==> config.mk <==
export PLATFORM = sky130hd
export DESIGN_NAME = udcrc_host
export DESIGN_NICKNAME = d
export VERILOG_FILES = /design/src/shared/udcrc_pkg.sv /design/src/hdl/udcrc_host.sv /design/src/hdl/udcrc_engine.sv
export VERILOG_INCLUDE_DIRS = /design/src /design/src/shared
export SDC_FILE = /design/constraint.sdc
export NUM_CORES = 1
export LEC_CHECK = 0
export BUFFER_PORTS_ARGS = -buffer_cell sky130_fd_sc_hd__buf_2
export CAP_MARGIN = 40
export CORE_MARGIN = 5
export CORE_UTILIZATION = 40
export DETAILED_ROUTE_END_ITERATION = 6
export PLACE_DENSITY = 0.71
export SYNTH_ARGS = -nofsm -noshare
export SYNTH_HDL_FRONTEND = slang
export SYNTH_SLANG_ARGS = --single-unit
==> constraint.sdc <==
create_clock -name clk -period 7.39 [get_ports clk]
set_input_delay 0.3695 -clock clk [delete_from_list [all_inputs] [get_ports clk]]
set_output_delay 0.3695 -clock clk [all_outputs]
set_load 0.005 [all_outputs]
==> src/shared/udcrc_defs.svh <==
// Constants for the Ultra DMA burst CRC host-side controller.
// Assumes inclusion by bare name from the package and design files.
//
// Behaviour
// - Host and device each keep a sixteen-bit running CRC value.
// - Each burst seeds the CRC with 4ABAh before its first data word.
// - Every data-carrying strobe edge folds the bus word into the CRC.
// - The strobe return after termination acknowledge carries no data, no update.
// - At burst end host drives its final CRC on data lines while negating DMACK.
// - Host reissues a DMA command that ended with the interface CRC error.
// - Host seeing excessive CRC errors in Ultra mode 2 or 1 drops to slower mode.
// - Polynomial x^16+x^12+x^5+1, word-parallel, equal to serial bit 0 first.
// - Feedback k is D[k-1] xor CRC[16-k] xor terms k-4 and k-11 where present.
// - Next CRC bits are the tabulated XORs of feedback terms.
// - Host sends current CRC bit i on data line i.
// - CRC register clocked per word from the burst strobe, parallel update.
`ifndef UDCRC_DEFS_SVH
`define UDCRC_DEFS_SVH
`define UDCRC_W          16
`define UDCRC_SEED       16'h4ABA
`define UDCRC_ERR_INTERFACE_CRC_ERROR_BIT   7
`define UDCRC_ERR_ABORTED_COMMAND_BIT   2
`define UDCRC_SK_ABORT   4'hB
`define UDCRC_SK_HWERR   4'h4
`define UDCRC_ASC_CRC    8'h08
`define UDCRC_ASCQ_CRC   8'h03
`define UDCRC_TDVS_NS    20
`define UDCRC_CLK_NS     5
`define UDCRC_TDVS_CYC   ((`UDCRC_TDVS_NS + `UDCRC_CLK_NS - 1) / `UDCRC_CLK_NS)
`define UDCRC_CNT_W      8
`define UDCRC_EXCESS_DEF 4
`endif

==> src/shared/udcrc_pkg.sv <==
// Types for the Ultra DMA burst CRC host-side controller.
// Assumes the defines header is on the include path.
`include "udcrc_defs.svh"
package udcrc_pkg;
  // Host burst sequencer states, Gray coded along the usual path.
  typedef enum logic [2:0] {
    UDCRC_IDLE  = 3'h0,
    UDCRC_DATA  = 3'h1,
    UDCRC_TERM  = 3'h3,
    UDCRC_SHOW  = 3'h2,
    UDCRC_DONE  = 3'h6
  } udcrc_state_t;
endpackage : udcrc_pkg

==> src/hdl/udcrc_host.sv <==
// Host-side Ultra DMA data-out burst controller with CRC generation.
// Assumes the device pins DMARQ, DDMARDY and STOP-related levels arrive
// asynchronously; data and strobe pins are driven from this clock.
`timescale 1ns/1ps
`include "udcrc_defs.svh"
module udcrc_host
  import udcrc_pkg::*;
#(
  parameter int unsigned EXCESS_LIMIT = `UDCRC_EXCESS_DEF,
  parameter int unsigned HALF_PERIOD  = 4
)
(
  input  wire logic                  clk,
  input  wire logic                  rstn,
  // User side.
  input  wire logic                  ultra_mode,
  input  wire logic [1:0]            ultra_mode_num,
  input  wire logic                  burst_start,
  input  wire logic                  word_valid,
  output logic                       word_ready,
  input  wire logic [`UDCRC_W-1:0]   word_data,
  input  wire logic                  burst_stop,
  output logic                       burst_done,
  input  wire logic                  status_valid,
  input  wire logic [7:0]            error_reg,
  input  wire logic                  is_packet,
  input  wire logic                  check_condition_bit,
  input  wire logic [3:0]            sense_key,
  output logic                       reissue,
  output logic                       slow_down,
  output logic [`UDCRC_W-1:0]        sent_crc,
  // Device pins.
  input  wire logic                  dmarq,
  input  wire logic                  ddmardy_n,
  output logic                       dmack_n,
  output logic                       stop,
  output logic                       hstrobe,
  output logic [`UDCRC_W-1:0]        d_out,
  output logic                       d_oe
);
  //----------------------------------------------------------------------
  // Pin synchronisers
  //----------------------------------------------------------------------
  logic [1:0] dmarq_sync_r;
  logic [1:0] rdy_sync_r;

  // Two stages; only the second stage is read by logic.
  always_ff @(posedge clk or negedge rstn) begin
    if (!rstn) begin
      dmarq_sync_r <= 2'h0;
      rdy_sync_r   <= 2'h3;
    end else begin
      dmarq_sync_r <= {dmarq_sync_r[0], dmarq};
      rdy_sync_r   <= {rdy_sync_r[0], ddmardy_n};
    end
  end

  logic dev_req;
  logic dev_rdy;
  assign dev_req = dmarq_sync_r[1];
  assign dev_rdy = !rdy_sync_r[1];

  //----------------------------------------------------------------------
  // Burst sequencer
  //----------------------------------------------------------------------
  udcrc_state_t state_r;
  udcrc_state_t state_nxt;
  logic [`UDCRC_CNT_W-1:0] tmr_r;
  logic                    tmr_zero;
  logic                    send_word;
  logic                    crc_seed;
  logic [`UDCRC_W-1:0]     crc_now;

  assign tmr_zero = (tmr_r == '0);
  // A word goes out on each strobe toggle while the device is ready.
  assign send_word = (state_r == UDCRC_DATA) && tmr_zero && word_valid && dev_rdy
                     && dev_req && !burst_stop;
  assign word_ready = send_word;
  assign crc_seed   = (state_r == UDCRC_IDLE) && burst_start && ultra_mode;

  // Next state; the burst ends by host stop or device dropping DMARQ.
  always_comb begin
    state_nxt = state_r;
    unique case (state_r)
      UDCRC_IDLE: if (crc_seed) state_nxt = UDCRC_DATA;
      UDCRC_DATA: if (burst_stop || !dev_req) state_nxt = UDCRC_TERM;
      UDCRC_TERM: if (tmr_zero) state_nxt = UDCRC_SHOW;
      UDCRC_SHOW: if (tmr_zero) state_nxt = UDCRC_DONE;
      UDCRC_DONE: state_nxt = UDCRC_IDLE;
      default:    state_nxt = UDCRC_IDLE;
    endcase
  end

  always_ff @(posedge clk or negedge rstn) begin
    if (!rstn) state_r <= UDCRC_IDLE;
    else       state_r <= state_nxt;
  end

  // Spacing timer: strobe half period in data, setup time before DMACK.
  always_ff @(posedge clk or negedge rstn) begin
    if (!rstn) begin
      tmr_r <= '0;
    end else if (send_word) begin
      tmr_r <= `UDCRC_CNT_W'(HALF_PERIOD - 1);
    end else if (state_r == UDCRC_DATA && state_nxt == UDCRC_TERM) begin
      tmr_r <= `UDCRC_CNT_W'(`UDCRC_TDVS_CYC);
    end else if (state_r == UDCRC_TERM && tmr_zero) begin
      tmr_r <= `UDCRC_CNT_W'(`UDCRC_TDVS_CYC);
    end else if (!tmr_zero) begin
      tmr_r <= tmr_r - 1'b1;
    end
  end

  //----------------------------------------------------------------------
  // CRC engine
  //----------------------------------------------------------------------
  // The final strobe return in TERM is not a data edge, so no step.
  udcrc_engine u_crc (
    .clk               (clk),
    .rstn              (rstn),
    .seed              (crc_seed),
    .step              (send_word),
    .word              (word_data),
    .current_crc_value (crc_now)
  );

  //----------------------------------------------------------------------
  // Pin drivers
  //----------------------------------------------------------------------
  // Strobe toggles per word, returns high in TERM; data and CRC registered.
  always_ff @(posedge clk or negedge rstn) begin
    if (!rstn) begin
      hstrobe <= 1'b1;
      stop    <= 1'b0;
      dmack_n <= 1'b1;
      d_out   <= '0;
      d_oe    <= 1'b0;
    end else begin
      if (crc_seed) dmack_n <= 1'b0;
      if (crc_seed) stop <= 1'b0;
      if (crc_seed) d_oe <= 1'b1;
      if (send_word) begin
        d_out   <= word_data;
        hstrobe <= !hstrobe;
      end
      if (state_r == UDCRC_DATA && state_nxt == UDCRC_TERM) stop <= 1'b1;
      if (state_r == UDCRC_TERM) hstrobe <= 1'b1;
      if (state_r == UDCRC_TERM && tmr_zero) d_out <= crc_now;
      if (state_r == UDCRC_SHOW && tmr_zero) dmack_n <= 1'b1;
      if (state_r == UDCRC_DONE) begin
        d_oe <= 1'b0;
        stop <= 1'b0;
      end
    end
  end

  // Copy of the CRC sent, for software or a retry log.
  always_ff @(posedge clk or negedge rstn) begin
    if (!rstn) sent_crc <= '0;
    else if (state_r == UDCRC_TERM && tmr_zero) sent_crc <= crc_now;
  end

  assign burst_done = (state_r == UDCRC_DONE);

  //----------------------------------------------------------------------
  // Error follow-up
  //----------------------------------------------------------------------
  logic dma_crc_err;
  logic [`UDCRC_CNT_W-1:0] err_cnt_r;
  assign dma_crc_err = status_valid && ultra_mode && !is_packet
                       && error_reg[`UDCRC_ERR_INTERFACE_CRC_ERROR_BIT] && error_reg[`UDCRC_ERR_ABORTED_COMMAND_BIT];

  // Reissue pulse for a DMA command ended with the interface CRC error.
  always_ff @(posedge clk or negedge rstn) begin
    if (!rstn) reissue <= 1'b0;
    else       reissue <= dma_crc_err;
  end

  // Count CRC failures, packet hardware errors included, to advise slowing.
  always_ff @(posedge clk or negedge rstn) begin
    if (!rstn) begin
      err_cnt_r <= '0;
      slow_down <= 1'b0;
    end else begin
      if (dma_crc_err || (status_valid && is_packet && check_condition_bit
          && (sense_key == `UDCRC_SK_HWERR || sense_key == `UDCRC_SK_ABORT))) begin
        if (err_cnt_r != '1) err_cnt_r <= err_cnt_r + 1'b1;
      end
      slow_down <= ultra_mode && (ultra_mode_num == 2'h1 || ultra_mode_num == 2'h2)
                   && (err_cnt_r >= `UDCRC_CNT_W'(EXCESS_LIMIT));
    end
  end
endmodule : udcrc_host

==> src/hdl/udcrc_engine.sv <==
// Word-parallel sixteen-bit CRC engine for Ultra DMA bursts.
// Assumes seed and step are strobes from one clock domain, never both at once.
`timescale 1ns/1ps
`include "udcrc_defs.svh"
module udcrc_engine
  import udcrc_pkg::*;
(
  input  wire logic                  clk,
  input  wire logic                  rstn,
  input  wire logic                  seed,
  input  wire logic                  step,
  input  wire logic [`UDCRC_W-1:0]   word,
  output logic      [`UDCRC_W-1:0]   current_crc_value
);
  //----------------------------------------------------------------------
  // Parallel next-value function
  //----------------------------------------------------------------------
  // Feedback term k uses data bit k-1 and CRC bit 16-k plus earlier terms.
  function automatic logic [15:0] udcrc_next(input logic [15:0] c, input logic [15:0] d);
    logic [16:1] f;
    logic [15:0] n;
    f = '0;
    for (int k = 1; k <= 16; k++) begin
      f[k] = d[k-1] ^ c[16-k];
      if (k > 4) f[k] = f[k] ^ f[k-4];
      if (k > 11) f[k] = f[k] ^ f[k-11];
    end
    for (int i = 0; i <= 4; i++) n[i] = f[16-i];
    for (int i = 5; i <= 11; i++) n[i] = f[16-i] ^ f[21-i];
    for (int i = 12; i <= 15; i++) n[i] = f[16-i] ^ f[21-i] ^ f[28-i];
    return n;
  endfunction : udcrc_next

  //----------------------------------------------------------------------
  // Running register
  //----------------------------------------------------------------------
  // One update per word strobe; serial shifting would need a bit clock.
  always_ff @(posedge clk or negedge rstn) begin
    if (!rstn) begin
      current_crc_value <= `UDCRC_SEED;
    end else if (seed) begin
      current_crc_value <= `UDCRC_SEED;
    end else if (step) begin
      current_crc_value <= udcrc_next(current_crc_value, word);
    end
  end
endmodule : udcrc_engine

* Word level (Yosys, flattened, before mapping)
Cells that the tools add are included.
** Operators by class
- Add/sub/neg operators :: 2
- Order comparisons :: 1
- Equal/unequal tests :: 11
- Multiplexer cells :: 55
- Bitwise operators :: 48
- Reduce and logical (&&, ||, !) cells :: 37
** Operator list (count)
- 16-bit two-way mux :: 4
- 1-bit bitwise XOR :: 48
- 1-bit two-way mux :: 42
- 8-bit two-way mux :: 4
- 1-bit logical AND :: 19
- 3-bit two-way mux :: 4
- 3-bit one-hot mux with 4 select lines :: 1
- 2-bit nonzero test :: 5
- 3-bit by 2-bit equality test with 1-bit output, second input constant :: 3
- 8-bit by 1-bit adder with 8-bit output, second input constant :: 1
- 8-bit by 3-bit >= comparator with 1-bit output, second input constant :: 1
- 8-bit zero test :: 1
- 8-bit inequality test, second input constant :: 1
- 8-bit by 1-bit subtractor with 8-bit output, second input constant :: 1
- 1-bit zero test :: 5
- 4-bit by 3-bit equality test with 1-bit output, second input constant :: 1
- 4-bit equality test, second input constant :: 1
- 1-bit logical OR :: 4
- 4-bit by 2-bit inequality test with 1-bit output, second input constant :: 1
- 3-bit by 1-bit equality test with 1-bit output, second input constant :: 1
- 3-bit equality test, second input constant :: 1
- 3-bit zero test :: 1
- 3-bit nonzero test :: 1
- 2-bit by 1-bit equality test with 1-bit output, second input constant :: 1
- other kinds (2) :: 2
** Word-level totals
- Register bits :: 77
- Input bits :: 41
- Output and inout port bits :: 40
- Logic and storage cells :: 168

* Depth between registers and ports, before layout
- Depth after elaboration :: 23
- Depth in mapped cells :: 10

* By module
From an unflattened synthesis, not the netlist that was laid out.
** Second synthesis, totals
- Cells, all modules :: 353
- Area total of the unflattened synthesis :: 3980.1 um^2
** Modules (own cells, without submodules)
- udcrc_host :: instances 1, cells an instance 241, area each 2765.2 um^2, sequential area each 1531.5 um^2
- udcrc_engine :: instances 1, cells an instance 112, area each 1214.9 um^2, sequential area each 410.4 um^2

* Least setup slack after synthesis
No wires, ideal clock.
- Path type :: register -> output
- Start :: register tmr_r[0]
- End :: output port word_ready
- Arrival time :: 2148 ps
- Slack :: 4872 ps
- Stages on the path, launching flop included :: 9
- Buffers on the path :: 3
- Path through :: dfrtp_1 > inv_1 > ha_1 > or3b_2 > or4b_4 > buf_6 > inv_1 > buf_2 > buf_2
** On the way
- Longest elaborated chain between the ends :: 6
** Ends and longest elaborated chain
- from (decl) :: RTL line udcrc_host.sv:68 : logic [`UDCRC_CNT_W-1:0] tmr_r;
- from (signal assigned) :: RTL line udcrc_host.sv:104 : tmr_r <= `UDCRC_CNT_W'(HALF_PERIOD - 1);
- from (signal assigned) :: RTL line udcrc_host.sv:106 : tmr_r <= `UDCRC_CNT_W'(`UDCRC_TDVS_CYC);
- from (signal assigned) :: RTL line udcrc_host.sv:108 : tmr_r <= `UDCRC_CNT_W'(`UDCRC_TDVS_CYC);
- 8-bit zero test :: RTL line udcrc_host.sv:74 : assign tmr_zero = (tmr_r == '0);
- 1-bit logical AND (3 in a row) :: RTL line udcrc_host.sv:76 : assign send_word = (state_r == UDCRC_DATA) && tmr_zero && word_valid && dev_rdy
- 1-bit logical AND (2 in a row) :: RTL line udcrc_host.sv:77 : && dev_req && !burst_stop;
- to (decl) :: RTL line udcrc_host.sv:20 : output logic word_ready,
Every way passes these cells.

* Worst setup path after layout
- Start :: register tmr_r[0]
- End :: register u_crc.current_crc_value[6]
** On the way
- Longest elaborated chain between the ends :: 7
** Ends and longest elaborated chain
- 8-bit zero test :: RTL line udcrc_host.sv:74
- 1-bit logical AND (3 in a row) :: RTL line udcrc_host.sv:76
- 1-bit logical AND (2 in a row) :: RTL line udcrc_host.sv:77
- 2-bit nonzero test (no source line)
- to (signal assigned) :: RTL line udcrc_engine.sv:40 : current_crc_value <= `UDCRC_SEED;
- to (signal assigned) :: RTL line udcrc_engine.sv:42 : current_crc_value <= `UDCRC_SEED;
- to (signal assigned) :: RTL line udcrc_engine.sv:44 : current_crc_value <= udcrc_next(current_crc_value, word);
- to (decl) :: RTL line udcrc_engine.sv:13 : output logic [`UDCRC_W-1:0] current_crc_value
Every way passes these cells.
A chain may end at the register's enable or synchronous reset.

==> impl_metrics.ini <==
[synth]
synth_seq_cells = 77
synth.yosys.warnings = 0
synth_xor_area_share_pct = 17.4
yosys_most_used_dff = dfrtp_1
syn-num-nets = 390
yosys.area_share.simple_pct = 13.9
synth_area_um2 = 3840
syn_inst = 346
synth_top_family_by_area = XOR/XNOR gates
post_synth.cell_area_avg_um2 = 11.1
synthArstFlopShare_pct = 100
synth_adder_area_share_pct = 0.976
seq_area_frac_synth_pct = 50.5
synth_cell_types = 47
synth-compound-area-share_pct = 9.60
synth_edf_count = 0
muxShareOfSynthArea_pct = 4.95

[drt]
wl_per_cell_um = 15.4
drt_iter0_markers = 78
via_per_inst = 5.05
drc_errors = 0
dr_total_vias = 2816
ant_nets = 0
drt-total-wl_um = 8570
dr.pass1.iters = 5

[setup_path]
worst-setup-path-type = reg -> reg
crit_path_end_kind = register
reg2reg_setup_slack_ns = 4.03
critPathMaxFanout = 22
worstPathBufferInverterCount = 3
cp.required_ns = 7.63
cp_slowest_stage_delay_ns = 0.66
worstPathArrival_ns = 3.60
setup.worst_path.start_class = register
crit_family = simple AND/OR/NAND/NOR gates
crit_slowest_cell = or4b_4
path_cells = inv_1, ha_1, or3b_2, or4b_4, inv_1, buf_4, nor2_1, a21o_1, a21o_1

[sta]
rsz0062_at_grt = no
hold_ws_ns = 0.118
slew_headroom_pct = 55.3
tightestPinTransition_ns = 0.667
hold_viol_final = 0
min_period_over_period_pct = 45.4
min_period_ns = 3.36
fin_setup_tns_ns = 0
fin_skew_ns = 0.0171
max_freq_mhz = 298
final_max_slew_viol_count = 0
setup-violations-final = 0

[cells_and_area]
area_growth_pct = 20.4
final_nets = 468
layout_common_cells = buf_2, dfrtp_1, nand2_1, xnor2_1
final_common_cell = buf_2
layout-drive-gt1-share_pct = 30.3
diodes = 0
multi_input_area_um2 = 1810
seq_area_um2 = 1940
fill_cells = 860

[die]
coreArea_um2 = 9330
start_util_pct = 41.2
num_rows = 35
io_pins = 81
die_h_um = 108
die_area_um2 = 11700
chipWidth_um = 108

[min_path]
hp-class = in -> reg

[global_route]
grt_pass1_wl_um = 14200
grt_start_max_net_pins = 52
grt_pass1_vias = 2945
antenna_found_initial = 0
gr-usage-all-layers_pct = 15.4
grt_overflow = 0

[clock_tree]
cts_tree = yes
htreeDepth = 3
post-cts-setup-buffers = 0
ctsResizeCount = 0
clock_latency_ns = 0.36
cts.sinks = 77
cts-root-buf = clkbuf_8
clk_pin_slew_ns = 0.07
clockBufferDepth = 2
numCtsBuffers = 9

[placed_design]
numPortBuffers = 74
dp_hpwl_um = 6270
place_congestion = 0.783

[flow_run]
maxCapViolCount = 0

[power_and_ir_drop]
finalPower_mw = 1.81
max-vdd-ir-drop_v = 0.000215
p_leak_nw = 2.27
powerDensity_nw_per_um2 = 392

[run_status]
outcome = finished, final reports clean
area by class of cell:
class	count	area share, %
Clock inverter	6	2.43
Timing Repair Buffer	80	9.52
Inverter	10	0.811
Tap cell	129	3.49
Sequential cell	77	42.0
Clock buffer	10	2.76
Multi-Input combinational cell	246	39.0
through the flow:
stage	instances	util [%]	area, um^2	worst slack, ns
after global placement	539	46.6	4340	4.08
after detailed placement	541	46.9	4380	4.04
after floorplan	346	-	3840	4.87
after CTS	558	49.6	4630	4.02
final	558	49.6	4630	4.03
after global routing	558	49.6	4630	3.81
flip-flops by register name (all words and copies together), names as in the netlist:
signal and count:
d_out 16, sent_crc 16, u_crc.current_crc_value 16, err_cnt_r 8, tmr_r 8, state_r 3
dmarq_sync_r 2, rdy_sync_r 2, d_oe 1, dmack_n 1, hstrobe 1, reissue 1
slow_down 1, stop 1
routing by layer:
layer	vias up	wire length [um]	track usage [%]
met5	-	0	0
met2	89	4020	25.7
met1	1354	3790	19.3
met3	16	600	4.06
met4	0	159	5.59
li1	1357	-	-
cells in the mapped netlist, types with 2 or more instances:
cell type,instances,area (um^2)
dfrtp_1,65,1630
nand2_1,51,191
xnor2_1,40,350
a22oi_1,16,120
mux2_2,16,180
o21ai_0,15,75.1
nor2_1,13,48.8
xor2_1,13,114
dfstp_2,12,315
inv_1,10,37.5
a21oi_1,9,45.0
xnor3_1,7,158
buf_2,6,30.0
clkbuf_1,6,22.5
nor3_1,6,30.0
nand3_1,5,25.0
a21o_1,4,30.0
nand2b_1,4,25.0
or4_1,4,30.0
and3_1,3,18.8
ha_1,3,37.5
nand4_1,3,18.8
nor4bb_1,3,30.0
o22ai_1,3,18.8
nor2b_1,2,12.5
nor4_1,2,12.5
o31ai_1,2,15.0
or3_1,2,12.5
or3b_2,2,17.5
xor3_1,2,47.6
cells by family (layout without fill, tap and decap cells):
kind of cell             Yosys count  in the layout
buffers and inverters             23            106
XOR/XNOR                          62             62
AND/OR/NAND/NOR                  107            107
AO/OA/AOI/OAI                     57             57
adder cells (fa/ha/maj)            3              3
multiplexers                      17             17
flip-flops                        77             77
worst reg2reg max path, cell delays in order, from the launching register on:
cell,delay (ns)
dfrtp_1,0.41
inv_1,0.07
ha_1,0.18
or3b_2,0.50
or4b_4,0.66
inv_1,0.49
buf_4,0.37
nor2_1,0.21
a21o_1,0.20
a21o_1,0.16
repair_timing:
item                                    4_1_cts  5_1_grt
endpoints found under the setup margin        0        0
hold endpoints to repair                     22        0
hold buffers                                  1        0
where the power goes:
group	leakage, nW	internal (mW)	total (mW)	switching [mW]
combinational	1.18	0.401	0.767	0.366
clock	0.120	0.225	0.383	0.158
sequential	0.977	0.558	0.664	0.107
total	2.27	1.18	1.81	0.631
path summary, 6_finish.rpt:
| kind | depth (start not counted) | from | endpoint |
|---|---|---|---|
| worst max-delay path | 9 | tmr_r[0] | u_crc.current_crc_value[6] |
| worst min-delay path | 1 | ddmardy_n | rdy_sync_r[0] |
| worst max register to register | 9 | tmr_r[0] | u_crc.current_crc_value[6] |
| worst min register to register | 0 | dmarq_sync_r[0] | dmarq_sync_r[1] |
| max in group asynchronous | 3 | rstn | u_crc.current_crc_value[3] |
| min in group asynchronous | 2 | rstn | d_out[13] |
(Power assumes the default switching activity.)
